`src/mwi_pkg.sv`:
```
// package: register map, field positions and reset values of the motion wake interrupt block
package mwi_pkg;
  // register byte addresses
  localparam logic [6:0] ADDR_SAMPLE_RATE_DIVIDER  = 7'h19;
  localparam logic [6:0] ADDR_ACCEL_FILTER_SETUP   = 7'h1d;
  localparam logic [6:0] ADDR_MOTION_THRESHOLD_X   = 7'h20;
  localparam logic [6:0] ADDR_MOTION_THRESHOLD_Y   = 7'h21;
  localparam logic [6:0] ADDR_MOTION_THRESHOLD_Z   = 7'h22;
  localparam logic [6:0] ADDR_IRQ_PIN_CONFIG       = 7'h37;
  localparam logic [6:0] ADDR_IRQ_SOURCE_ENABLE    = 7'h38;
  localparam logic [6:0] ADDR_IRQ_STATUS           = 7'h3a;
  localparam logic [6:0] ADDR_MOTION_LOGIC_CONTROL = 7'h69;
  localparam logic [6:0] ADDR_POWER_CONTROL_PRIMARY = 7'h6b;
  localparam logic [6:0] ADDR_AXIS_STANDBY_CONTROL = 7'h6c;
  // reset values
  localparam logic [7:0] RST_ZERO                  = 8'h00;
  localparam logic [7:0] RST_POWER_CONTROL_PRIMARY = 8'h40;
  // irq_source_enable / irq_status bit positions
  localparam int BIT_MOTION_Z    = 5;
  localparam int BIT_MOTION_Y    = 6;
  localparam int BIT_MOTION_X    = 7;
  localparam int BIT_OVERFLOW    = 4;
  localparam int BIT_WATERMARK   = 3;
  localparam int BIT_CLOCK_LOCK  = 2;
  localparam int BIT_DATA_READY  = 0;
  // irq_pin_config bit positions
  localparam int BIT_PIN_ACT_LOW    = 7;
  localparam int BIT_PIN_OPEN_DRAIN = 6;
  localparam int BIT_PIN_LATCH      = 5;
  localparam int BIT_CLEAR_ANY_READ = 4;
  // motion_logic_control bit positions
  localparam int BIT_MOTION_LOGIC_ON      = 7;
  localparam int BIT_MOTION_COMPARE_SEL   = 6;
  localparam int BIT_MOTION_COMBINE_SEL   = 0;
  // power_control_primary bit positions
  localparam int BIT_SLEEP             = 6;
  localparam int BIT_DUTY_CYCLE_SELECT = 5;
  localparam int BIT_ROTATION_IDLE     = 4;
  // axis_standby_control bit positions
  localparam int BIT_ACCEL_X_IDLE = 5;
  localparam int BIT_ACCEL_Y_IDLE = 4;
  localparam int BIT_ACCEL_Z_IDLE = 3;
  localparam int BIT_RATE_X_IDLE  = 2;
  localparam int BIT_RATE_Y_IDLE  = 1;
  localparam int BIT_RATE_Z_IDLE  = 0;
  // wake-up rate span in millihertz
  localparam int WAKE_RATE_MIN_MHZ = 3900;
  localparam int WAKE_RATE_MAX_MHZ = 500000;
  // pulse width of a non-latched pin in cycles (50 us at 10 MHz)
  localparam int PULSE_TIME_NS     = 50000;
  localparam int CLK_PERIOD_NS     = 100;
  localparam int PULSE_CYCLES      = PULSE_TIME_NS / CLK_PERIOD_NS;
  // the eight power modes
  typedef enum logic [2:0] {
    MWI_SLEEP, MWI_STANDBY, MWI_ACC_LP, MWI_ACC_LN,
    MWI_GYR_LP, MWI_GYR_LN, MWI_SIX_LN, MWI_SIX_LP
  } mwi_power_mode_t;
endpackage

```
`src/mwi_core.sv`:
```
// motion wake interrupt core: registers, wake-on-motion compare, status flags and pins
`timescale 1ns/1ns
`default_nettype none
module mwi_core #(
  parameter int SAMPLE_W = 16
) (
  input  wire logic                REF_CLK_I,
  input  wire logic                RST_N_I,
  input  wire logic                REG_WR_I,
  input  wire logic                REG_RD_I,
  input  wire logic [6:0]          REG_ADDR_I,
  input  wire logic [7:0]          REG_WDATA_I,
  output logic      [7:0]          REG_RDATA_O,
  input  wire logic                SAMPLE_VALID_I,
  input  wire logic [SAMPLE_W-1:0] HP_X_I,
  input  wire logic [SAMPLE_W-1:0] HP_Y_I,
  input  wire logic [SAMPLE_W-1:0] HP_Z_I,
  input  wire logic                CLOCK_LOCK_I,
  input  wire logic                DATA_READY_I,
  input  wire logic                FIFO_AT_WATERMARK_I,
  input  wire logic                FIFO_OVERFLOW_I,
  output logic                     IRQ_O,
  output logic                     IRQ_OE_O,
  output logic                     READY_FLAG_PIN_O,
  output logic                     READY_FLAG_PIN_OE_O,
  output logic [7:0]               RATE_DIVIDER_O,
  output logic [2:0]               POWER_MODE_O
);
  // refuse sample widths that the threshold scaling cannot serve
  if (SAMPLE_W < 9 || SAMPLE_W > 32) begin : g_bad_width
    $error("SAMPLE_W out of range");
  end

  // absolute value of a signed sample, saturating the most negative code
  function automatic logic [SAMPLE_W-1:0] abs_val(input logic [SAMPLE_W-1:0] s);
    logic [SAMPLE_W-1:0] r;
    r = s[SAMPLE_W-1] ? (~s + {{(SAMPLE_W-1){1'b0}}, 1'b1}) : s;
    if (r[SAMPLE_W-1]) r = {1'b0, {(SAMPLE_W-1){1'b1}}};
    return r;
  endfunction

  // threshold: 8-bit code scaled to sample magnitude (4 mg steps near upper bits)
  function automatic logic motion_hit(input logic [SAMPLE_W-1:0] s, input logic [7:0] thr);
    logic [SAMPLE_W+7:0] mag;
    logic [SAMPLE_W+7:0] lim;
    mag = {8'h00, abs_val(s)};
    lim = {{SAMPLE_W{1'b0}}, thr} << (SAMPLE_W - 9);
    return mag > lim;
  endfunction

  // register state
  logic [7:0] rate_div_q, rate_div_d;
  logic [7:0] filt_q, filt_d;
  logic [7:0] thr_q [3];
  logic [7:0] thr_d [3];
  logic [7:0] pin_cfg_q, pin_cfg_d;
  logic [7:0] src_en_q, src_en_d;
  logic [7:0] status_q, status_d;
  logic [7:0] mot_ctl_q, mot_ctl_d;
  logic [7:0] pwr1_q, pwr1_d;
  logic [7:0] pwr2_q, pwr2_d;
  logic [8:0] pulse_cnt_q, pulse_cnt_d;
  logic       prev_lock_q, prev_lock_d, prev_wm_q, prev_wm_d, prev_ovf_q, prev_ovf_d;
  logic [7:0] rdata_q, rdata_d;

  logic [2:0] axis_en, axis_hit;
  logic       motion_event, motion_active;
  logic [7:0] events;
  logic       any_pending, pin_level;
  logic [SAMPLE_W-1:0] samples [3];

  assign samples[0] = HP_X_I;
  assign samples[1] = HP_Y_I;
  assign samples[2] = HP_Z_I;
  assign axis_en = {src_en_q[mwi_pkg::BIT_MOTION_Z], src_en_q[mwi_pkg::BIT_MOTION_Y],
                    src_en_q[mwi_pkg::BIT_MOTION_X]};

  // per-axis compare, each axis against its own threshold
  for (genvar a = 0; a < 3; a++) begin : g_axis
    assign axis_hit[a] = motion_hit(samples[a], thr_q[a]);
  end

  // motion gating and axis combine
  always_comb begin
    motion_active = mot_ctl_q[mwi_pkg::BIT_MOTION_LOGIC_ON] &
                    mot_ctl_q[mwi_pkg::BIT_MOTION_COMPARE_SEL];
    motion_event = 1'b0;
    if (motion_active && SAMPLE_VALID_I && (axis_en != 3'b000)) begin
      if (mot_ctl_q[mwi_pkg::BIT_MOTION_COMBINE_SEL]) begin
        motion_event = ((axis_hit & axis_en) == axis_en);
      end else begin
        motion_event = |(axis_hit & axis_en);
      end
    end
  end

  // raw source events, motion reported on the enabled axis bits that hit
  always_comb begin
    events = 8'h00;
    events[mwi_pkg::BIT_MOTION_X]   = motion_event & axis_hit[0] & axis_en[0];
    events[mwi_pkg::BIT_MOTION_Y]   = motion_event & axis_hit[1] & axis_en[1];
    events[mwi_pkg::BIT_MOTION_Z]   = motion_event & axis_hit[2] & axis_en[2];
    events[mwi_pkg::BIT_OVERFLOW]   = FIFO_OVERFLOW_I & ~prev_ovf_q;
    events[mwi_pkg::BIT_WATERMARK]  = FIFO_AT_WATERMARK_I & ~prev_wm_q;
    events[mwi_pkg::BIT_CLOCK_LOCK] = CLOCK_LOCK_I & ~prev_lock_q;
    events[mwi_pkg::BIT_DATA_READY] = DATA_READY_I | (FIFO_AT_WATERMARK_I & ~prev_wm_q);
  end

  // register writes, status set and clear, read data
  always_comb begin
    logic status_rd, clr_all;
    status_rd    = REG_RD_I && (REG_ADDR_I == mwi_pkg::ADDR_IRQ_STATUS);
    clr_all      = pin_cfg_q[mwi_pkg::BIT_CLEAR_ANY_READ] ? REG_RD_I : status_rd;
    rate_div_d   = rate_div_q;
    filt_d       = filt_q;
    thr_d        = thr_q;
    pin_cfg_d    = pin_cfg_q;
    src_en_d     = src_en_q;
    mot_ctl_d    = mot_ctl_q;
    pwr1_d       = pwr1_q;
    pwr2_d       = pwr2_q;
    prev_lock_d  = CLOCK_LOCK_I;
    prev_wm_d    = FIFO_AT_WATERMARK_I;
    prev_ovf_d   = FIFO_OVERFLOW_I;
    if (REG_WR_I) begin
      case (REG_ADDR_I)
        mwi_pkg::ADDR_SAMPLE_RATE_DIVIDER:   rate_div_d = REG_WDATA_I;
        mwi_pkg::ADDR_ACCEL_FILTER_SETUP:    filt_d     = REG_WDATA_I;
        mwi_pkg::ADDR_MOTION_THRESHOLD_X:    thr_d[0]   = REG_WDATA_I;
        mwi_pkg::ADDR_MOTION_THRESHOLD_Y:    thr_d[1]   = REG_WDATA_I;
        mwi_pkg::ADDR_MOTION_THRESHOLD_Z:    thr_d[2]   = REG_WDATA_I;
        mwi_pkg::ADDR_IRQ_PIN_CONFIG:        pin_cfg_d  = REG_WDATA_I;
        mwi_pkg::ADDR_IRQ_SOURCE_ENABLE:     src_en_d   = REG_WDATA_I;
        mwi_pkg::ADDR_MOTION_LOGIC_CONTROL:  mot_ctl_d  = REG_WDATA_I;
        mwi_pkg::ADDR_POWER_CONTROL_PRIMARY: pwr1_d     = REG_WDATA_I;
        mwi_pkg::ADDR_AXIS_STANDBY_CONTROL:  pwr2_d     = REG_WDATA_I;
        default: ;
      endcase
    end
    // enabled events set flags; set wins over a clearing read
    status_d = (clr_all ? 8'h00 : status_q) | (events & src_en_q);
    rdata_d = rdata_q;
    if (REG_RD_I) begin
      case (REG_ADDR_I)
        mwi_pkg::ADDR_SAMPLE_RATE_DIVIDER:   rdata_d = rate_div_q;
        mwi_pkg::ADDR_ACCEL_FILTER_SETUP:    rdata_d = filt_q;
        mwi_pkg::ADDR_MOTION_THRESHOLD_X:    rdata_d = thr_q[0];
        mwi_pkg::ADDR_MOTION_THRESHOLD_Y:    rdata_d = thr_q[1];
        mwi_pkg::ADDR_MOTION_THRESHOLD_Z:    rdata_d = thr_q[2];
        mwi_pkg::ADDR_IRQ_PIN_CONFIG:        rdata_d = pin_cfg_q;
        mwi_pkg::ADDR_IRQ_SOURCE_ENABLE:     rdata_d = src_en_q;
        mwi_pkg::ADDR_IRQ_STATUS:            rdata_d = status_q;
        mwi_pkg::ADDR_MOTION_LOGIC_CONTROL:  rdata_d = mot_ctl_q;
        mwi_pkg::ADDR_POWER_CONTROL_PRIMARY: rdata_d = pwr1_q;
        mwi_pkg::ADDR_AXIS_STANDBY_CONTROL:  rdata_d = pwr2_q;
        default:                             rdata_d = 8'h00;
      endcase
    end
  end

  // pin pulse timer for non-latched operation
  always_comb begin
    pulse_cnt_d = pulse_cnt_q;
    if ((events & src_en_q) != 8'h00) begin
      pulse_cnt_d = 9'(mwi_pkg::PULSE_CYCLES);
    end else if (pulse_cnt_q != 9'h000) begin
      pulse_cnt_d = pulse_cnt_q - 9'h001;
    end
  end

  always_ff @(posedge REF_CLK_I or negedge RST_N_I) begin
    if (!RST_N_I) begin
      rate_div_q  <= mwi_pkg::RST_ZERO;
      filt_q      <= mwi_pkg::RST_ZERO;
      thr_q       <= '{default: mwi_pkg::RST_ZERO};
      pin_cfg_q   <= mwi_pkg::RST_ZERO;
      src_en_q    <= mwi_pkg::RST_ZERO;
      status_q    <= mwi_pkg::RST_ZERO;
      mot_ctl_q   <= mwi_pkg::RST_ZERO;
      pwr1_q      <= mwi_pkg::RST_POWER_CONTROL_PRIMARY;
      pwr2_q      <= mwi_pkg::RST_ZERO;
      pulse_cnt_q <= 9'h000;
      prev_lock_q <= 1'b0;
      prev_wm_q   <= 1'b0;
      prev_ovf_q  <= 1'b0;
      rdata_q     <= 8'h00;
    end else begin
      rate_div_q  <= rate_div_d;
      filt_q      <= filt_d;
      thr_q       <= thr_d;
      pin_cfg_q   <= pin_cfg_d;
      src_en_q    <= src_en_d;
      status_q    <= status_d;
      mot_ctl_q   <= mot_ctl_d;
      pwr1_q      <= pwr1_d;
      pwr2_q      <= pwr2_d;
      pulse_cnt_q <= pulse_cnt_d;
      prev_lock_q <= prev_lock_d;
      prev_wm_q   <= prev_wm_d;
      prev_ovf_q  <= prev_ovf_d;
      rdata_q     <= rdata_d;
    end
  end

  // pin drive: latched level or timed pulse, polarity and drive type
  always_comb begin
    any_pending = pin_cfg_q[mwi_pkg::BIT_PIN_LATCH] ? (status_q != 8'h00)
                                                    : (pulse_cnt_q != 9'h000);
    pin_level   = any_pending ^ pin_cfg_q[mwi_pkg::BIT_PIN_ACT_LOW];
    IRQ_O       = pin_level;
    IRQ_OE_O    = pin_cfg_q[mwi_pkg::BIT_PIN_OPEN_DRAIN] ? ~pin_level : 1'b1;
    READY_FLAG_PIN_O    = pin_level;
    READY_FLAG_PIN_OE_O = IRQ_OE_O;
  end

  // power mode decode from sleep, cycle and standby bits
  always_comb begin
    logic acc_on, gyr_on, cyc;
    acc_on = ~&{pwr2_q[mwi_pkg::BIT_ACCEL_X_IDLE], pwr2_q[mwi_pkg::BIT_ACCEL_Y_IDLE],
                pwr2_q[mwi_pkg::BIT_ACCEL_Z_IDLE]};
    gyr_on = ~&{pwr2_q[mwi_pkg::BIT_RATE_X_IDLE], pwr2_q[mwi_pkg::BIT_RATE_Y_IDLE],
                pwr2_q[mwi_pkg::BIT_RATE_Z_IDLE]};
    cyc    = pwr1_q[mwi_pkg::BIT_DUTY_CYCLE_SELECT];
    if (pwr1_q[mwi_pkg::BIT_SLEEP] || (!acc_on && !gyr_on)) begin
      POWER_MODE_O = 3'(mwi_pkg::MWI_SLEEP);
    end else if (pwr1_q[mwi_pkg::BIT_ROTATION_IDLE] && !acc_on) begin
      POWER_MODE_O = 3'(mwi_pkg::MWI_STANDBY);
    end else if (acc_on && !gyr_on) begin
      POWER_MODE_O = cyc ? 3'(mwi_pkg::MWI_ACC_LP) : 3'(mwi_pkg::MWI_ACC_LN);
    end else if (!acc_on) begin
      POWER_MODE_O = cyc ? 3'(mwi_pkg::MWI_GYR_LP) : 3'(mwi_pkg::MWI_GYR_LN);
    end else begin
      POWER_MODE_O = cyc ? 3'(mwi_pkg::MWI_SIX_LP) : 3'(mwi_pkg::MWI_SIX_LN);
    end
  end

  assign REG_RDATA_O    = rdata_q;
  assign RATE_DIVIDER_O = rate_div_q;

  // status bit for motion follows a qualifying sample within one cycle
  chk_motion_sets_flag: assert property (@(posedge REF_CLK_I) disable iff (!RST_N_I)
    (motion_event && axis_hit[0] && axis_en[0] && src_en_q[mwi_pkg::BIT_MOTION_X])
      |=> status_q[mwi_pkg::BIT_MOTION_X]) else $error("motion x flag not set");
  chk_motion_gated_off: assert property (@(posedge REF_CLK_I) disable iff (!RST_N_I)
    !motion_active |-> !motion_event) else $error("motion event while logic off");
  chk_and_combine: assert property (@(posedge REF_CLK_I) disable iff (!RST_N_I)
    (motion_event && mot_ctl_q[mwi_pkg::BIT_MOTION_COMBINE_SEL]) |-> ((axis_hit & axis_en) == axis_en))
    else $error("and combine fired without all axes");
  chk_disabled_no_flag: assert property (@(posedge REF_CLK_I) disable iff (!RST_N_I)
    (!src_en_q[mwi_pkg::BIT_OVERFLOW] && !status_q[mwi_pkg::BIT_OVERFLOW] && !REG_WR_I)
      |=> !status_q[mwi_pkg::BIT_OVERFLOW]) else $error("disabled source set flag");
  chk_pins_match: assert property (@(posedge REF_CLK_I) disable iff (!RST_N_I)
    IRQ_O == READY_FLAG_PIN_O) else $error("pins disagree");
  chk_status_clear: assert property (@(posedge REF_CLK_I) disable iff (!RST_N_I)
    (REG_RD_I && REG_ADDR_I == mwi_pkg::ADDR_IRQ_STATUS && (events & src_en_q) == 8'h00)
      |=> status_q == 8'h00 ##0 rdata_q == $past(status_q)) else $error("status read did not clear");
  chk_latched_pin: assert property (@(posedge REF_CLK_I) disable iff (!RST_N_I)
    (pin_cfg_q[mwi_pkg::BIT_PIN_LATCH] && !pin_cfg_q[mwi_pkg::BIT_PIN_ACT_LOW] && status_q != 8'h00)
      |-> IRQ_O) else $error("latched pin not asserted");
  chk_watermark_ready: assert property (@(posedge REF_CLK_I) disable iff (!RST_N_I)
    (FIFO_AT_WATERMARK_I && !prev_wm_q && src_en_q[mwi_pkg::BIT_DATA_READY])
      |=> status_q[mwi_pkg::BIT_DATA_READY]) else $error("watermark did not raise data ready");
  chk_sample_paced: assert property (@(posedge REF_CLK_I) disable iff (!RST_N_I)
    !SAMPLE_VALID_I |-> !motion_event) else $error("motion compared without sample");
  // or combine fires on any enabled hitting axis
  chk_or_combine: assert property (@(posedge REF_CLK_I) disable iff (!RST_N_I)
    (motion_active && SAMPLE_VALID_I && !mot_ctl_q[mwi_pkg::BIT_MOTION_COMBINE_SEL]
      && ((axis_hit & axis_en) != 3'b000)) |-> motion_event) else $error("or combine missed an axis");
  // flags only change on an enabled event or a read
  chk_status_holds: assert property (@(posedge REF_CLK_I) disable iff (!RST_N_I)
    (!REG_RD_I && ((events & src_en_q) == 8'h00))
      |=> $stable(status_q)) else $error("status changed without cause");
  // an enable write lands in the next cycle
  chk_enable_write: assert property (@(posedge REF_CLK_I) disable iff (!RST_N_I)
    (REG_WR_I && (REG_ADDR_I == mwi_pkg::ADDR_IRQ_SOURCE_ENABLE))
      |=> (src_en_q == $past(REG_WDATA_I))) else $error("enable write lost");
  // pulse timer counts down one step per idle cycle
  chk_pulse_count: assert property (@(posedge REF_CLK_I) disable iff (!RST_N_I)
    ((pulse_cnt_q != 9'h000) && ((events & src_en_q) == 8'h00))
      |=> (pulse_cnt_q == $past(pulse_cnt_q) - 9'h001)) else $error("pulse timer skipped");
  // sleep bit forces the sleep mode
  chk_sleep_mode: assert property (@(posedge REF_CLK_I) disable iff (!RST_N_I)
    pwr1_q[mwi_pkg::BIT_SLEEP] |-> (POWER_MODE_O == 3'(mwi_pkg::MWI_SLEEP))) else $error("sleep bit ignored");
endmodule
`default_nettype wire

```
`config.mk`:
```
export PLATFORM = sky130hd
export DESIGN_NAME = mwi_core
export DESIGN_NICKNAME = d
export VERILOG_FILES = /design/src/mwi_pkg.sv /design/src/mwi_core.sv
export SDC_FILE = /design/constraint.sdc
export NUM_CORES = 1
export LEC_CHECK = 0
export ABC_AREA = 1
export BUFFER_PORTS_ARGS = -buffer_cell sky130_fd_sc_hd__buf_2
export CAP_MARGIN = 5
export CORE_MARGIN = 2
export CORE_UTILIZATION = 45
export CTS_BUF_LIST = sky130_fd_sc_hd__clkbuf_4 sky130_fd_sc_hd__clkbuf_8 sky130_fd_sc_hd__clkbuf_16
export CTS_CLUSTER_DIAMETER = 150
export CTS_CLUSTER_SIZE = 40
export DETAILED_ROUTE_END_ITERATION = 10
export GPL_ROUTABILITY_DRIVEN = 0
export GPL_TIMING_DRIVEN = 0
export PLACE_DENSITY = 0.69
export SYNTH_ARGS = -nofsm -noshare
export SYNTH_HDL_FRONTEND = slang
export SYNTH_SLANG_ARGS = --single-unit
```
`constraint.sdc`:
```
create_clock -name REF_CLK_I -period 1.88 [get_ports REF_CLK_I]
set_clock_uncertainty 0.05 [all_clocks]
set_input_delay 0 -clock REF_CLK_I [delete_from_list [all_inputs] [get_ports REF_CLK_I]]
set_output_delay 0 -clock REF_CLK_I [all_outputs]
set_load 0.005 [all_outputs]
```
Yosys cells after proc, flatten, opt, wreduce, memory -nomap -nowiden
Cells that the tools add are included.
{"block": "totals", "rom_bits": 0, "reg_bits": 108, "latchBits": 0, "ramBits": 0, "output_inout_bits": 23, "memories": 0, "inputBits": 72, "elab_cells": 105}
{"block": "classes", "order_cmp": 3, "addsub": 4, "n_mux": 22, "reduce_logical": 26, "bitwise_logic": 22, "shift": 0, "n_div": 0, "eq_ne": 12, "mul": 0}
{"operator": "8-bit one-hot mux with 11 select lines", "count": 1}
{"operator": "16-bit by 1-bit adder with 16-bit output (second input constant)", "count": 3}
{"operator": "16-bit two-way mux", "count": 3}
{"operator": "16-bit inverter", "count": 3}
{"operator": "15-bit greater-than comparator", "count": 3}
{"operator": "15-bit two-way mux", "count": 3}
{"operator": "7-bit by 6-bit equality test with 1-bit output (second input constant)", "count": 6}
{"operator": "7-bit equality test (second input constant)", "count": 3}
{"operator": "2-bit AND reduction", "count": 10}
{"operator": "9-bit two-way mux", "count": 2}
{"operator": "8-bit nonzero test", "count": 2}
{"operator": "7-bit by 5-bit equality test with 1-bit output (second input constant)", "count": 2}
{"operator": "1-bit AND", "count": 10}
{"operator": "3-bit two-way mux", "count": 3}
{"operator": "9-bit nonzero test", "count": 1}
{"operator": "9-bit by 1-bit subtractor with 9-bit output (second input constant)", "count": 1}
{"operator": "8-bit AND", "count": 1}
{"operator": "1-bit two-way mux", "count": 8}
{"operator": "8-bit two-way mux", "count": 1}
{"operator": "8-bit bitwise OR", "count": 1}
{"operator": "1-bit logical AND", "count": 6}
{"operator": "3-bit AND reduction", "count": 2}
{"operator": "1-bit inverter", "count": 4}
{"operator": "3-bit AND", "count": 1}
{"operator": "9 further kinds", "count": 9}

Depth between registers and ports, before layout
Gate-level depths: netlist (run 1).
{"block": "logic_depth", "ltp_word": 14, "ltp_mapped": 27, "ltp_nobuf": 27}

Least setup slack after synthesis (run 1)
No wires, ideal clock.
{"block": "synth_timing", "kind": "input port to flip-flop", "startpoint": "input HP_Z_I[0]", "endpoint": "register pulse_cnt_q[5]", "setup_ns": 0.131, "path_slack_ns": -0.696, "path_stages": 23, "required_time_ns": 1.699, "n_path_buf": 0, "arrival_time_ns": 2.394, "cell_sequence": "inv_1 -> ha_1 -> nand3_1 -> nor3_1 -> inv_1 -> o31ai_2 -> o21ai_0 -> nand2_1 -> nand3_1 -> ha_1 -> nand2_1 -> inv_1 -> nand3_1 -> nor3_1 -> nand2_1 -> nor2_1 -> nand2_1 -> nand2_1 -> nand2_1 -> nand3_1 -> nand2_2 -> nand2_4 -> nand3b_1"}
{"block": "synth_via", "elab_chain_cells": 14, "word_cells_on_any_way": 20, "classes_between": "add/sub (1); order compare (1); eq/ne (1); mux (5); bitwise (9); reduce/logical (3)"}
{"item": "from (decl)", "line": "mwi_core.sv:17", "source": "input wire logic [SAMPLE_W-1:0] HP_Z_I,"}
{"item": "16-bit inverter", "line": "mwi_core.sv:37", "source": "r = s[SAMPLE_W-1] ? (~s + {{(SAMPLE_W-1){1'b0}}, 1'b1}) : s;"}
{"item": "16-bit by 1-bit adder with 16-bit output", "line": "mwi_core.sv:37"}
{"item": "16-bit two-way mux *", "line": "mwi_core.sv:37"}
{"item": "15-bit two-way mux *", "line": "mwi_core.sv:38", "source": "if (r[SAMPLE_W-1]) r = {1'b0, {(SAMPLE_W-1){1'b1}}};"}
{"item": "15-bit greater-than comparator *", "line": "mwi_core.sv:48", "source": "return mag > lim;"}
{"item": "3-bit AND", "line": "mwi_core.sv:90, mwi_core.sv:92"}
{"item": "3-bit equality test or 3-bit OR reduction (tied branches)", "line": "mwi_core.sv:90, mwi_core.sv:92"}
{"item": "1-bit two-way mux", "line": "mwi_core.sv:89", "source": "if (mot_ctl_q[mwi_pkg::BIT_MOTION_COMBINE_SEL]) begin"}
{"item": "1-bit two-way mux", "line": "mwi_core.sv:88", "source": "if (motion_active && SAMPLE_VALID_I && (axis_en != 3'b000)) begin"}
{"item": "1-bit AND, on equally long branches (2 in series)", "line": "mwi_core.sv:102, mwi_core.sv:100, mwi_core.sv:101"}
{"item": "8-bit AND *", "line": "mwi_core.sv:164", "source": "if ((events & src_en_q) != 8'h00) begin"}
{"item": "8-bit nonzero test *", "line": "mwi_core.sv:164"}
{"item": "9-bit two-way mux or 2-bit nonzero test (tied branches)"}
{"item": "to (signal assigned)", "line": "mwi_core.sv:197", "source": "pulse_cnt_q <= pulse_cnt_d;"}
{"item": "to (decl)", "line": "mwi_core.sv:62", "source": "logic [8:0] pulse_cnt_q, pulse_cnt_d;"}
Every way passes the cells marked *; elsewhere a longest branch is shown, timed or not.
A chain may end at the register's enable or synchronous reset.

Worst setup path in the final report (run 1)
{"block": "layout_timing", "startpoint": "input HP_Z_I[0]", "endpoint": "register pulse_cnt_q[0]"}
The elaborated chain is that of the path after synthesis.

==> parameters.txt, run 1 <==
Parameter                              Value

Status
  Status    finished with violations
  Failing checks    setup timing

Worst setup path
  Endpoint kind of the worst setup timing path    flip-flop
  Worst Path Class, Setup    in2reg
  Critical-path maximum fanout    7
  Required time at the endpoint of the critical path    ~2.1 ns
  Signal arrival time at the worst endpoint    2.72 ns
  Crit start category    input port

Run
  Number of max-cap violations    0

Logic synthesis
  Sequential cell area fraction in the yosys report    0.394
  Register bit count reported by yosys    107
  Top cells by area in the synthesized netlist    sky130_fd_sc_hd__dfrtp_1 (39%), sky130_fd_sc_hd__nand2_1 (12%), sky130_fd_sc_hd__inv_1 (8.3%), sky130_fd_sc_hd__o21ai_0 (7.9%), sky130_fd_sc_hd__ha_1 (5.2%)
  Most frequent cells after synthesis    sky130_fd_sc_hd__nand2_1 (211), sky130_fd_sc_hd__inv_1 (150), sky130_fd_sc_hd__o21ai_0 (107), sky130_fd_sc_hd__dfrtp_1 (106), sky130_fd_sc_hd__nor2_1 (67)
  Cell area after synthesis    6800 um^2
  Number of instances in the synthesized netlist    928
  Synthesized net count    1,028
  Post-synthesis cell type with the largest combined area    sky130_fd_sc_hd__dfrtp_1
  Fraction of registers with async set or reset after synthesis    1.00
  Synth unique cells    44
  Primary flip-flop cell chosen by synthesis mapping    sky130_fd_sc_hd__dfrtp_1
  Fraction of post-synthesis cell area in the top cell type by area    0.390
  Avg Cell Area, Syn    7.33 um^2
  Count of yosys warnings during synthesis    0
  Number of enable-type register cells in the synthesized netlist    0
  Dominant cell by count in the synthesized netlist    sky130_fd_sc_hd__nand2_1

GRT
  Wire length of the first global-routing pass    30,800 um
  All-layer global routing usage    0.241
  Initial antenna violation count    0
  Pin count of the biggest net entering global routing    65
  Via count of the first global-routing pass    6,114
  Global route overflow    0

Timing
  Final setup violation count    16
  Tightest Pin Transition    0.836 ns
  Setup WS post-layout    -0.595 ns
  Final slew viol count    0
  Achievable frequency    404 MHz
  Fraction of the cycle the final worst path needs    1.32
  Time the final worst path needs with I/O delays and setup    2.47 ns
  Total count of hold-check failures in the final report    0
  Relative slew slack    0.438
  Sum Neg Setup Slack    -7.95 ns
  Unrepaired setup endpoints after global routing    yes

Clock network
  CTS Root Cell    sky130_fd_sc_hd__clkbuf_16
  Htree depth    3
  Clock transition at the register clock pins on the worst setup and hold paths after CTS    0.07 ns
  Number of buffers created by CTS    9
  Worst skew pair latency    0.37 ns
  TritonCTS clock tree    done
  Clock Sinks    107
  Maximum buffer depth of the clock tree    2

Die
  Placeable core region    14,600 um^2
  Die Wd    127 um
  Effective utilization at floorplan    0.464
  Area of the die    16,100 um^2
  Row count    44
  Ports    95
  Vert. Die Dim    127 um

Pwr
  VDD IR-drop max    0.502 mV
  Power, Total    6350 uW
  Pwr/cell area    750 nW/um^2
  Cell leakage power    0.00407 uW

Detailed routing
  Final Routed Wirelength    19,300 um
  First-pass DRT Iterations    5
  Number of DRC violations after detailed routing    0
  Total via count in the routed design    6,658
  Antenna violation net count after detailed routing    0
  Detailed Route Iter0 Violations    452
  Post-detailed-route via-to-cell ratio    about 5.3
  DR WL/cell    15.4 um

Place
  Detail Placement HPWL    14,300 um
  Pre-CTS setup slack    -1.17 ns
  Port Buffers    just over 90
  Placed Cells    around 1,200

Final layout
  Area Growth Syn to Fin    24.4%
  Final std cells w/o fill    1,254
  Total Nets Final    1,165
  Ratio of cells with drive above 1 in the final layout    0.216
  Count of antenna diodes in the layout    0

Min path
  Hold WC Path Type    in2reg
## final timing paths
kind | startpoint | endpoint | slack, ns | cells after the start
worst min-delay path | SAMPLE_VALID_I | status_q[6] | 0.05 | 5
worst max-delay path | HP_Z_I[0] | pulse_cnt_q[0] | -0.59 | 22
worst max register to register | thr_q[23] | pulse_cnt_q[0] | -0.35 | 18
min in group asynchronous | RST_N_I | src_en_q[3] | 0.15 | 2
worst min register to register | mot_ctl_q[1] | mot_ctl_q[1] | 0.44 | 2
max in group asynchronous | RST_N_I | pwr1_q[6] | 0.88 | 3
## cell type report
class	count	area, um^2
Clock buffer	10	233
Clock inverter	6	72.6
Inverter	158	607
Fill cell	1367	6190
Tap cell	184	230
Timing Repair Buffer	126	815
Buffer	18	93.8
Sequential cell	107	2680
Multi-Input combinational cell	645	3730
## flip-flops by register name (all words and copies together), names as in the netlist
| signal | flops |
|---|---|
| thr_q | 24 |
| pulse_cnt_q | 9 |
| RATE_DIVIDER_O | 8 |
| REG_RDATA_O | 8 |
| filt_q | 8 |
| mot_ctl_q | 8 |
| pin_cfg_q | 8 |
| pwr1_q | 8 |
| pwr2_q | 8 |
| src_en_q | 8 |
| status_q | 7 |
| prev_lock_q | 1 |
| prev_ovf_q | 1 |
| prev_wm_q | 1 |
## cells in the final DEF (no fill, tap or decap), types with 4 or more instances in the layout
| cell | synthesis | layout |
|---|---|---|
| sky130_fd_sc_hd__xor2_1 | 14 | 14 |
| sky130_fd_sc_hd__nand3_2 | 2 | 10 |
| sky130_fd_sc_hd__nor3_2 | 2 | 4 |
| sky130_fd_sc_hd__o21ai_0 | 107 | 101 |
| sky130_fd_sc_hd__a221oi_1 | 15 | 15 |
| sky130_fd_sc_hd__nand2_1 | 211 | 200 |
| sky130_fd_sc_hd__nand4_1 | 9 | 9 |
| sky130_fd_sc_hd__ha_4 | 0 | 7 |
| sky130_fd_sc_hd__or2_2 | 6 | 6 |
| sky130_fd_sc_hd__o22ai_1 | 22 | 22 |
| sky130_fd_sc_hd__buf_2 | 9 | 94 |
| sky130_fd_sc_hd__nand2_2 | 2 | 10 |
| sky130_fd_sc_hd__a21oi_1 | 33 | 32 |
| sky130_fd_sc_hd__dlygate4sd3_1 | 0 | 14 |
| sky130_fd_sc_hd__nor2_1 | 67 | 63 |
| sky130_fd_sc_hd__clkbuf_1 | 6 | 6 |
| sky130_fd_sc_hd__buf_4 | 3 | 22 |
| sky130_fd_sc_hd__clkbuf_16 | 0 | 9 |
| sky130_fd_sc_hd__ha_1 | 28 | 21 |
| sky130_fd_sc_hd__nor2_2 | 7 | 11 |
| sky130_fd_sc_hd__dfrtp_1 | 106 | 106 |
| sky130_fd_sc_hd__nor3_1 | 14 | 10 |
| sky130_fd_sc_hd__buf_6 | 0 | 6 |
| sky130_fd_sc_hd__o21ai_1 | 9 | 13 |
| sky130_fd_sc_hd__xnor2_1 | 4 | 4 |
| sky130_fd_sc_hd__nand3_1 | 55 | 46 |
| sky130_fd_sc_hd__inv_2 | 7 | 16 |
| sky130_fd_sc_hd__inv_1 | 150 | 137 |
| sky130_fd_sc_hd__nand3b_1 | 7 | 7 |
| sky130_fd_sc_hd__nand2_4 | 2 | 4 |
## report_power, final
part           switching, uW  internal [uW]
clock network            921           1060
logic                    888            748
registers                179           2550
total                   1990           4360
## metrics by stage
step | hold slack, ns | cell area [um^2] | util
final | 0.0531 | 8460 | 0.577
after global routing | 0.0869 | 8460 | 0.577
after CTS | 0.0305 | 8230 | 0.562
after detailed placement | 0.00354 | 7560 | 0.516
after global placement | 0.0777 | 7530 | 0.514
after floorplan | -0.346 | 6840 | -
## what timing repair did
item / CTS / global route
pin swaps: 28 / 34
hold endpoints to repair: 68 / 0
resized for setup: 32 / 42
setup endpoints to repair: 16 / 17
hold buffers: 14 / 0
setup buffers: 12 / 7
## layer usage
metal | vias up | wire length (um) | global-route usage
met5 | - | 0 | 0
met4 | 0 | 631 | 0.0963
met3 | 40 | 1210 | 0.0430
met2 | 218 | 8780 | 0.387
met1 | 3083 | 8640 | 0.326
li1 | 3317 | - | -
## cells by family (layout without fill, tap and decap cells)
kind of cell,count (synthesis),after routing,synth area share
simple gates,397,397,0.261
compound gates,199,199,0.165
buf+inv,176,318,0.100
flops,107,107,0.394
fa+ha+maj,28,28,0.0515
xor+xnor,18,18,0.0232
mux,3,3,0.00497
## worst max-delay path, stage by stage
cell and delay [ns]:
sky130_fd_sc_hd__buf_6 0.09, sky130_fd_sc_hd__clkinvlp_4 0.10, sky130_fd_sc_hd__ha_4 0.17, sky130_fd_sc_hd__nand3_4 0.09, sky130_fd_sc_hd__nor3_4 0.19, sky130_fd_sc_hd__inv_2 0.07, sky130_fd_sc_hd__o31ai_4 0.30, sky130_fd_sc_hd__nand2_1 0.12
sky130_fd_sc_hd__a21oi_1 0.15, sky130_fd_sc_hd__o21ai_1 0.09, sky130_fd_sc_hd__ha_1 0.34, sky130_fd_sc_hd__a21oi_2 0.14, sky130_fd_sc_hd__nor2_1 0.05, sky130_fd_sc_hd__a211oi_1 0.16, sky130_fd_sc_hd__nand2_1 0.12, sky130_fd_sc_hd__nand3_2 0.10
sky130_fd_sc_hd__nand3_2 0.08, sky130_fd_sc_hd__nand2_2 0.08, sky130_fd_sc_hd__inv_4 0.05, sky130_fd_sc_hd__nand2_8 0.09, sky130_fd_sc_hd__nand2_4 0.06, sky130_fd_sc_hd__nor2_2 0.09
(Power assumes the default switching activity.)
==> run 2: changes to the inputs <==
--- a/config.mk
+++ b/config.mk
@@ -5,14 +5,12 @@
 export SDC_FILE = /design/constraint.sdc
 export NUM_CORES = 1
 export LEC_CHECK = 0
-export ABC_AREA = 1
 export BUFFER_PORTS_ARGS = -buffer_cell sky130_fd_sc_hd__buf_2
 export CAP_MARGIN = 5
 export CORE_MARGIN = 2
 export CORE_UTILIZATION = 45
 export CTS_BUF_LIST = sky130_fd_sc_hd__clkbuf_4 sky130_fd_sc_hd__clkbuf_8 sky130_fd_sc_hd__clkbuf_16
 export CTS_CLUSTER_DIAMETER = 150
-export CTS_CLUSTER_SIZE = 40
 export DETAILED_ROUTE_END_ITERATION = 10
 export GPL_ROUTABILITY_DRIVEN = 0
 export GPL_TIMING_DRIVEN = 0
==> parameters.txt, run 2 <==
Parameter                              Value

Final layout
  Final std cells w/o fill    1,007 (was 1,254)
  Count of antenna diodes in the layout    0 (unchanged)
  Ratio of cells with drive above 1 in the final layout    0.331 (was 0.216)
  Commonest cells after routing, fill and taps aside    sky130_fd_sc_hd__dfrtp_1 (106), sky130_fd_sc_hd__mux2_2 (80), sky130_fd_sc_hd__buf_2 (69) (was sky130_fd_sc_hd__nand2_1 (200), sky130_fd_sc_hd__inv_1 (137), sky130_fd_sc_hd__dfrtp_1 (106))
  Register ranked first by flip-flop count    thr_q (unchanged)
  Commonest non-fill, non-tap cell in the layout    sky130_fd_sc_hd__dfrtp_1 (was sky130_fd_sc_hd__nand2_1)
  Area Growth Syn to Fin    24.1% (was 24.4%)
  Flip-flop count of the largest register, all copies and words added    24 (unchanged)
  Largest registers in the final layout    thr_q: 24 flops, pulse_cnt_q: 9 flops (unchanged)
  Total Nets Final    914 (was 1,165)

Worst setup path
  Critical-path maximum fanout    6 (was 7)
  Crit-path cells    buf_6 > or4_4 > or4_4 > o31ai_4 > xor2_1 > nand2_1 > ha_4 > a2111oi_0 > o21ai_1 > a221o_1 > and3_4 > o31a_1 > a211oi_2 (was buf_6 > clkinvlp_4 > ha_4 > nand3_4 > nor3_4 > inv_2 > o31ai_4 > nand2_1 > a21oi_1 > o21ai_1 > ha_1 > a21oi_2 > nor2_1 > a211oi_1 > nand2_1 > nand3_2 > nand3_2 > nand2_2 > inv_4 > nand2_8 > nand2_4 > nor2_2)
  Endpoint of the most critical register-to-register path    pulse_cnt_q[0] (unchanged)
  Required time at the endpoint of the critical path    2.10 ns (was 2.13 ns)
  Length in cells of the worst reg-to-reg path    8 (was 18)
  Cell type of the slowest stage on the worst timing path    sky130_fd_sc_hd__or4_4 (was sky130_fd_sc_hd__ha_1)
  Endpoint kind of the worst setup timing path    flip-flop (unchanged)
  Total buffers and inverters traversed by the critical path    1 (was 4)
  Worst Path Class, Setup    in2reg (unchanged)
  Setup slack of the most critical reg-to-reg path    -0.78 ns (was -0.35 ns)
  Reg2Reg Launch Point    thr_q[11] (was thr_q[23])
  Crit start category    input port (unchanged)
  Signal arrival time at the worst endpoint    3.60 ns (was 2.72 ns)
  Largest stage delay on the critical path    0.53 ns (was 0.34 ns)
  Top Family by Delay on Critical Path    compound AO/OA/AOI/OAI gates (was simple AND/OR/NAND/NOR gates)
  Cell type with the highest occurrence count on the critical path    sky130_fd_sc_hd__or4_4

Die
  Die Wd    127 um (about the same)
  Vert. Die Dim    127 um (about the same)
  Placeable core region    15,000 um^2 (was 14,600 um^2)
  Ports    95 (unchanged)
  Row count    45 (was 44)
  Effective utilization at floorplan    0.454 (was 0.464)
  Area of the die    16,200 um^2 (was 16,100 um^2)

Pwr
  Cell leakage power    0.00363 uW (was 0.00407 uW)
  Pwr/cell area    737 nW/um^2 (was 750 nW/um^2)
  VDD IR-drop max    0.526 mV (was 0.502 mV)
  Comb power frac    0.233 (was 0.258)
  Power share of the sequential group    0.452 (was 0.430)
  Part of the total power dissipated in the clock network    0.315 (was 0.313)
  Internal    4240 uW (was 4360 uW)
  Fraction of power spent switching nets    0.320 (was 0.313)
  P_sw    2000 uW (was 1990 uW)

Timing
  Fraction of the cycle the final worst path needs    1.80 (was 1.32)
  Achievable frequency    295 MHz (was 404 MHz)
  Unrepaired setup endpoints after global routing    yes (unchanged)
  Relative slew slack    0.521 (was 0.438)
  Tightest Pin Transition    0.713 ns (was 0.836 ns)
  Setup WS post-layout    -1.51 ns (was -0.595 ns)
  Final slew viol count    0 (unchanged)
  Worst hold slack    0.142 ns (was 0.0531 ns)
  Final setup violation count    16 (unchanged)
  Time the final worst path needs with I/O delays and setup    3.39 ns (was 2.47 ns)
  Sum Neg Setup Slack    -17.79 ns (was -7.95 ns)
  Total count of hold-check failures in the final report    0 (unchanged)

Min path
  Worst hold endpoint    pwr1_q[6] (was status_q[6])
  Hold WC Path Type    in2reg (unchanged)
  Start point of the worst hold path    REG_WDATA_I[6] (was SAMPLE_VALID_I)
  Instance count along the most critical hold path    2 (was 5)

Detailed routing
  DR WL/cell    18.7 um (was 15.4 um)
  Number of DRC violations after detailed routing    0 (unchanged)
  Detailed Route Iter0 Violations    492 (was 452)
  Total via count in the routed design    6,053 (was 6,658)
  First-pass DRT Iterations    6 (was 5)
  Final Routed Wirelength    18,800 um (was 19,300 um)
  Antenna violation net count after detailed routing    0 (unchanged)
  Post-detailed-route via-to-cell ratio    6.01 (was 5.31)

Logic synthesis
  Register bit count reported by yosys    107 (unchanged)
  Cell area after synthesis    6830 um^2 (was 6800 um^2)
  Primary flip-flop cell chosen by synthesis mapping    sky130_fd_sc_hd__dfrtp_1 (unchanged)
  Post-synthesis cell type with the largest combined area    sky130_fd_sc_hd__dfrtp_1 (unchanged)
  Fraction of post-synthesis cell area in the top cell type by area    0.388 (was 0.390)
  Fraction of registers with async set or reset after synthesis    1.00 (unchanged)
  Avg Cell Area, Syn    9.82 um^2 (was 7.33 um^2)
  Top cells by area in the synthesized netlist    sky130_fd_sc_hd__dfrtp_1 (39%), sky130_fd_sc_hd__mux2_2 (13%), sky130_fd_sc_hd__ha_1 (5.1%), sky130_fd_sc_hd__nand2_1 (2.9%), sky130_fd_sc_hd__inv_1 (2.6%) (was sky130_fd_sc_hd__dfrtp_1 (39%), sky130_fd_sc_hd__nand2_1 (12%), sky130_fd_sc_hd__inv_1 (8.3%), sky130_fd_sc_hd__o21ai_0 (7.9%), sky130_fd_sc_hd__ha_1 (5.2%))
  Sequential cell area fraction in the yosys report    0.392 (was 0.394)
  Number of instances in the synthesized netlist    695 (was 928)
  Number of enable-type register cells in the synthesized netlist    0 (unchanged)
  Dominant cell by count in the synthesized netlist    sky130_fd_sc_hd__dfrtp_1 (was sky130_fd_sc_hd__nand2_1)
  Synthesized net count    795 (was 1,028)
  Most frequent cells after synthesis    sky130_fd_sc_hd__dfrtp_1 (106), sky130_fd_sc_hd__mux2_2 (80), sky130_fd_sc_hd__nand2_1 (53), sky130_fd_sc_hd__inv_1 (47), sky130_fd_sc_hd__nor2_1 (32) (was sky130_fd_sc_hd__nand2_1 (211), sky130_fd_sc_hd__inv_1 (150), sky130_fd_sc_hd__o21ai_0 (107), sky130_fd_sc_hd__dfrtp_1 (106), sky130_fd_sc_hd__nor2_1 (67))
  Synth unique cells    68 (was 44)
  Count of yosys warnings during synthesis    0 (unchanged)

Status
  Status    finished with violations (unchanged)
  Failing checks    setup timing (unchanged)

Place
  Placed Cells    960 (was 1,205)
  Port Buffers    76 (was 92)
  Detail Placement HPWL    13,500 um (was 14,300 um)
  Pre-CTS setup slack    -2.29 ns (was -1.17 ns)

GRT
  Via count of the first global-routing pass    5,706 (was 6,114)
  Pin count of the biggest net entering global routing    57 (was 65)
  All-layer global routing usage    0.231 (was 0.241)
  Initial antenna violation count    0 (unchanged)
  Wire length of the first global-routing pass    29,800 um (was 30,800 um)
  Global route overflow    0 (unchanged)

Clock network
  Worst skew pair latency    0.36 ns (was 0.37 ns)
  Clock Sinks    107 (unchanged)
  Number of buffers created by CTS    9 (unchanged)
  Htree depth    3 (unchanged)
  Clock transition at the register clock pins on the worst setup and hold paths after CTS    0.09 ns (was 0.07 ns)
  Maximum buffer depth of the clock tree    2 (unchanged)
  TritonCTS clock tree    done (unchanged)
  CTS Root Cell    sky130_fd_sc_hd__clkbuf_16 (unchanged)

Run
  Number of max-cap violations    0 (unchanged)
[run 2: worst max-delay path by stage]
| stage | from | to | slack [ns] | cells past startpoint |
|---|---|---|---|---|
| 2_1_floorplan | HP_X_I[0] | pulse_cnt_q[0] | -1.70 | 13 |
| 3_3_place_gp | HP_Y_I[3] | pulse_cnt_q[3] | -2.28 | 15 |
| 3_5_place_dp | HP_Y_I[3] | pulse_cnt_q[2] | -2.29 | 15 |
| 4_1_cts | HP_X_I[1] | pulse_cnt_q[0] | -1.54 | 13 |
| 5_1_grt | HP_X_I[1] | pulse_cnt_q[6] | -1.62 | 16 |
| 6_report | HP_Y_I[3] | pulse_cnt_q[0] | -1.51 | 13 |
[run 2: layout make-up]
| type | count | area (um^2) |
|---|---|---|
| buffer | 27 | 111 |
| inverter | 47 | 176 |
| timing repair buffer | 109 | 712 |
| clock buffer | 9 | 225 |
| multi-input combinational | 513 | 4240 |
| fill | 1344 | 6560 |
| tap | 188 | 235 |
| clock inverter | 7 | 90.1 |
| sequential | 107 | 2680 |
[run 2: logic make-up (layout without fill, tap and decap cells)]
group / count (synthesis) / in the layout / synth area share
and+or+nand+nor: 212 / 212 / 0.168
AOI/OAI and AO/OA: 167 / 167 / 0.179
DFF: 107 / 107 / 0.392
muxes: 85 / 85 / 0.139
buffers and inverters: 75 / 199 / 0.0434
adders and majority gates: 28 / 28 / 0.0513
xor gates and xnor gates: 21 / 21 / 0.0269
[run 2: power groups by stage]
stage	registers [uW]	clock network (uW)	logic, uW
2_1_floorplan	2760	0	816
3_3_place_gp	2850	0	1130
3_5_place_dp	2850	0	1170
4_1_cts	2810	1990	1340
5_1_grt	2850	2080	1630
6_report	2820	1970	1450
[run 2: per-layer routing]
layer / global-route usage / vias up / wire length (um)
met3: 0.0482 / 26 / 1110
met4: 0.0575 / 0 / 358
met5: 0 / - / 0
met2: 0.370 / 166 / 8750
met1: 0.324 / 2988 / 8630
li1: - / 2873 / -
[run 2: per-stage QoR]
step	area (um^2)	total power (uW)	utilization
2_1_floorplan	6910	3580	-
3_3_place_gp	7530	3970	0.501
3_5_place_dp	7560	4020	0.503
4_1_cts	8260	6150	0.549
5_1_grt	8470	6560	0.564
6_report	8470	6240	0.564
[run 2: what timing repair did]
item / in CTS / in global routing
gates resized for setup: 46 / 35
hold endpoints to repair: 56 / 0
endpoints found under the setup margin: 65 / 46
hold buffers: 5 / 0
pin swaps: 26 / 21
cloned: 0 / 0
setup buffers: 19 / 8
==> run 3: changes to the inputs <==
--- a/config.mk
+++ b/config.mk
@@ -8,13 +8,13 @@
 export BUFFER_PORTS_ARGS = -buffer_cell sky130_fd_sc_hd__buf_2
 export CAP_MARGIN = 5
 export CORE_MARGIN = 2
-export CORE_UTILIZATION = 45
+export CORE_UTILIZATION = 35
 export CTS_BUF_LIST = sky130_fd_sc_hd__clkbuf_4 sky130_fd_sc_hd__clkbuf_8 sky130_fd_sc_hd__clkbuf_16
 export CTS_CLUSTER_DIAMETER = 150
 export DETAILED_ROUTE_END_ITERATION = 10
 export GPL_ROUTABILITY_DRIVEN = 0
 export GPL_TIMING_DRIVEN = 0
-export PLACE_DENSITY = 0.69
+export PLACE_DENSITY = 0.56
 export SYNTH_ARGS = -nofsm -noshare
 export SYNTH_HDL_FRONTEND = slang
 export SYNTH_SLANG_ARGS = --single-unit
==> parameters.txt, run 3 (synthesis gave the netlist of run 2 again) <==
Parameter                              Value

Status
  Status    finished with violations (unchanged)
  Failing checks    setup timing (unchanged)

GRT
  Global route overflow    0 (unchanged)
  Layer with the highest usage after global routing    met2 (unchanged)
  Initial antenna violation count    0 (unchanged)
  Met1 usage in global routing    0.281 (was 0.324)
  Global-route track usage on met2    0.296 (was 0.370)
  All-layer global routing usage    0.192 (was 0.231)
  Via count of the first global-routing pass    5,563 (was 5,706)
  Pin count of the biggest net entering global routing    69 (was 57)
  Wire length of the first global-routing pass    30,700 um (was 29,800 um)
  GR Util met3    0.0383 (was 0.0482)

Place
  Detail Placement HPWL    14,400 um (was 13,500 um)
  Dpl cell area    7650 um^2 (was 7560 um^2)
  Pre-CTS setup slack    -2.36 ns (was -2.29 ns)
  Port Buffers    76 (unchanged)

Detailed routing
  DR WL/cell    18.1 um (was 18.7 um)
  First-pass DRT Iterations    5 (was 6)
  Antenna violation net count after detailed routing    0 (unchanged)
  Final Routed Wirelength    19,800 um (was 18,800 um)
  Total via count in the routed design    5,978 (was 6,053)
  Number of DRC violations after detailed routing    0 (unchanged)
  Post-detailed-route via-to-cell ratio    5.49 (was 6.01)
  Detailed Route Iter0 Violations    439 (was 492)

Timing
  Achievable frequency    295 MHz (about the same)
  Relative slew slack    0.528 (was 0.521)
  Final setup violation count    16 (unchanged)
  Time the final worst path needs with I/O delays and setup    3.39 ns (about the same)
  Total count of hold-check failures in the final report    0 (unchanged)
  Fraction of the cycle the final worst path needs    1.80 (about the same)
  Setup WS post-layout    -1.51 ns (about the same)
  Tightest Pin Transition    0.703 ns (was 0.713 ns)
  Unrepaired setup endpoints after global routing    yes (unchanged)
  Worst hold slack    0.125 ns (was 0.142 ns)
  Final slew viol count    0 (unchanged)

Die
  Die Wd    144 um (was 127 um)
  Area of the die    20,600 um^2 (was 16,200 um^2)
  Effective utilization at floorplan    0.354 (was 0.454)
  Ports    95 (unchanged)
  Placeable core region    19,300 um^2 (was 15,000 um^2)
  Row count    51 (was 45)
  Vert. Die Dim    144 um (was 127 um)

Final layout
  Area occupied by multi-input gates    4290 um^2 (was 4240 um^2)
  Ratio of cells with drive above 1 in the final layout    0.347 (was 0.331)
  Commonest cells after routing, fill and taps aside    sky130_fd_sc_hd__dfrtp_1 (106), sky130_fd_sc_hd__mux2_2 (80), sky130_fd_sc_hd__buf_2 (67) (was sky130_fd_sc_hd__dfrtp_1 (106), sky130_fd_sc_hd__mux2_2 (80), sky130_fd_sc_hd__buf_2 (69))
  Commonest non-fill, non-tap cell in the layout    sky130_fd_sc_hd__dfrtp_1 (unchanged)
  Largest registers in the final layout    thr_q: 24 flops, pulse_cnt_q: 9 flops (unchanged)
  Count of antenna diodes in the layout    0 (unchanged)
  Total Nets Final    919 (was 914)
  Flip-flop count of the largest register, all copies and words added    24 (unchanged)
  Area Growth Syn to Fin    26.8% (was 24.1%)
  Number of fillers in the final layout    1,907 (was 1,344)
  Sequential standard cell area    2680 um^2 (unchanged)
  Register ranked first by flip-flop count    thr_q (unchanged)
  Final instance area    8660 um^2 (was 8470 um^2)

Clock network
  CTS Root Cell    sky130_fd_sc_hd__clkbuf_16 (unchanged)
  Clock transition at the register clock pins on the worst setup and hold paths after CTS    0.07 ns (was 0.09 ns)
  Worst skew pair latency    0.36 ns (about the same)
  TritonCTS clock tree    done (unchanged)
  Clock Sinks    107 (unchanged)
  Number of buffers created by CTS    9 (unchanged)
  Maximum buffer depth of the clock tree    2 (unchanged)
  Htree depth    3 (unchanged)

Run
  Number of max-cap violations    0 (unchanged)

Pwr
  Pwr/cell area    709 nW/um^2 (was 737 nW/um^2)
  Cell leakage power    0.00367 uW (was 0.00363 uW)
  VDD IR-drop max    0.530 mV (was 0.526 mV)

Worst setup path
  Cell type with the highest occurrence count on the critical path    sky130_fd_sc_hd__or4_4 (unchanged)
  Critical-path maximum fanout    3 (was 6)
  Launch point of the worst path    HP_Y_I[3] (unchanged)
  Cell type of the slowest stage on the worst timing path    sky130_fd_sc_hd__or4_4 (unchanged)
  Worst Path Class, Setup    in2reg (unchanged)
  Crit-path cells    buf_8 > or4_4 > or4_4 > o31ai_4 > xor2_1 > nand2_1 > ha_4 > nand2_4 > a2111o_1 > a2111oi_4 > nand4_1 > and3_4 > o31a_1 > a211oi_2 (was buf_6 > or4_4 > or4_4 > o31ai_4 > xor2_1 > nand2_1 > ha_4 > a2111oi_0 > o21ai_1 > a221o_1 > and3_4 > o31a_1 > a211oi_2)
  Signal arrival time at the worst endpoint    3.61 ns (was 3.60 ns)
  Crit start category    input port (unchanged)
  Required time at the endpoint of the critical path    2.10 ns (about the same)
  Reg2Reg Launch Point    thr_q[10] (was thr_q[11])
  Largest stage delay on the critical path    0.53 ns (about the same)
  Endpoint kind of the worst setup timing path    flip-flop (unchanged)

Min path
  Hold WC Path Type    in2async (was in2reg)
## run 3: per-stage QoR
stage	utilization	setup TNS (ns)	power, uW	std cells
6_report	0.449	-17.83	6140	1089
5_1_grt	0.449	-20.11	6500	1089
4_1_cts	0.434	-18.37	6100	1079
3_5_place_dp	0.397	-69.28	4030	1037
3_3_place_gp	0.396	-128.23	4000	1036
2_1_floorplan	-	-19.46	3580	695
## run 3: path summary, 6_finish.rpt
| path | endpoint | slack, ns | depth (start not counted) |
|---|---|---|---|
| max in group asynchronous | pwr1_q[6] | 0.90 | 3 |
| setup / recovery | pulse_cnt_q[0] | -1.51 | 14 |
| setup reg to reg | pulse_cnt_q[0] | -0.80 | 9 |
| min in group REF_CLK_I | REG_RDATA_O[6] | 0.16 | 2 |
| hold reg to reg | filt_q[0] | 0.45 | 1 |
| hold / removal | pulse_cnt_q[4] | 0.12 | 2 |
## run 3: cell type report
type	count	area share
Buffer	27	0.0133
Clock buffer	10	0.0269
Clock inverter	6	0.00679
Inverter	47	0.0204
Multi-Input combinational cell	513	0.496
Sequential cell	107	0.309
Tap cell	265	0.0383
Timing Repair Buffer	114	0.0889
## run 3: repair_timing
action | 4_1_cts | 5_1_grt
setup endpoints to repair | 88 | 84
hold buffers | 5 | 0
pin swaps | 33 | 27
buffers inserted | 22 | 10
gates resized for setup | 50 | 49
endpoints found under the hold margin | 45 | 0
## run 3: where the power goes
| part | internal (uW) | total, uW | switching [uW] |
|---|---|---|---|
| registers | 2560 | 2820 | 260 |
| clock network | 945 | 1860 | 916 |
| logic | 722 | 1460 | 737 |
## run 3: critical path: cells and delay by family
| family | cells | cell delay (ns) |
|---|---|---|
| and+or+nand+nor | 6 | 1.66 |
| AOI/OAI and AO/OA | 5 | 1.37 |
| adders and majority gates | 1 | 0.30 |
| xor gates and xnor gates | 1 | 0.17 |
| buffers and inverters | 1 | 0.09 |
## run 3: metal layers
layer	wire, um	vias up	share of wire
li1	-	2880	-
met1	9460	2936	0.48
met2	9070	142	0.46
met3	957	20	0.048
met4	282	0	0.014
met5	0	-	0
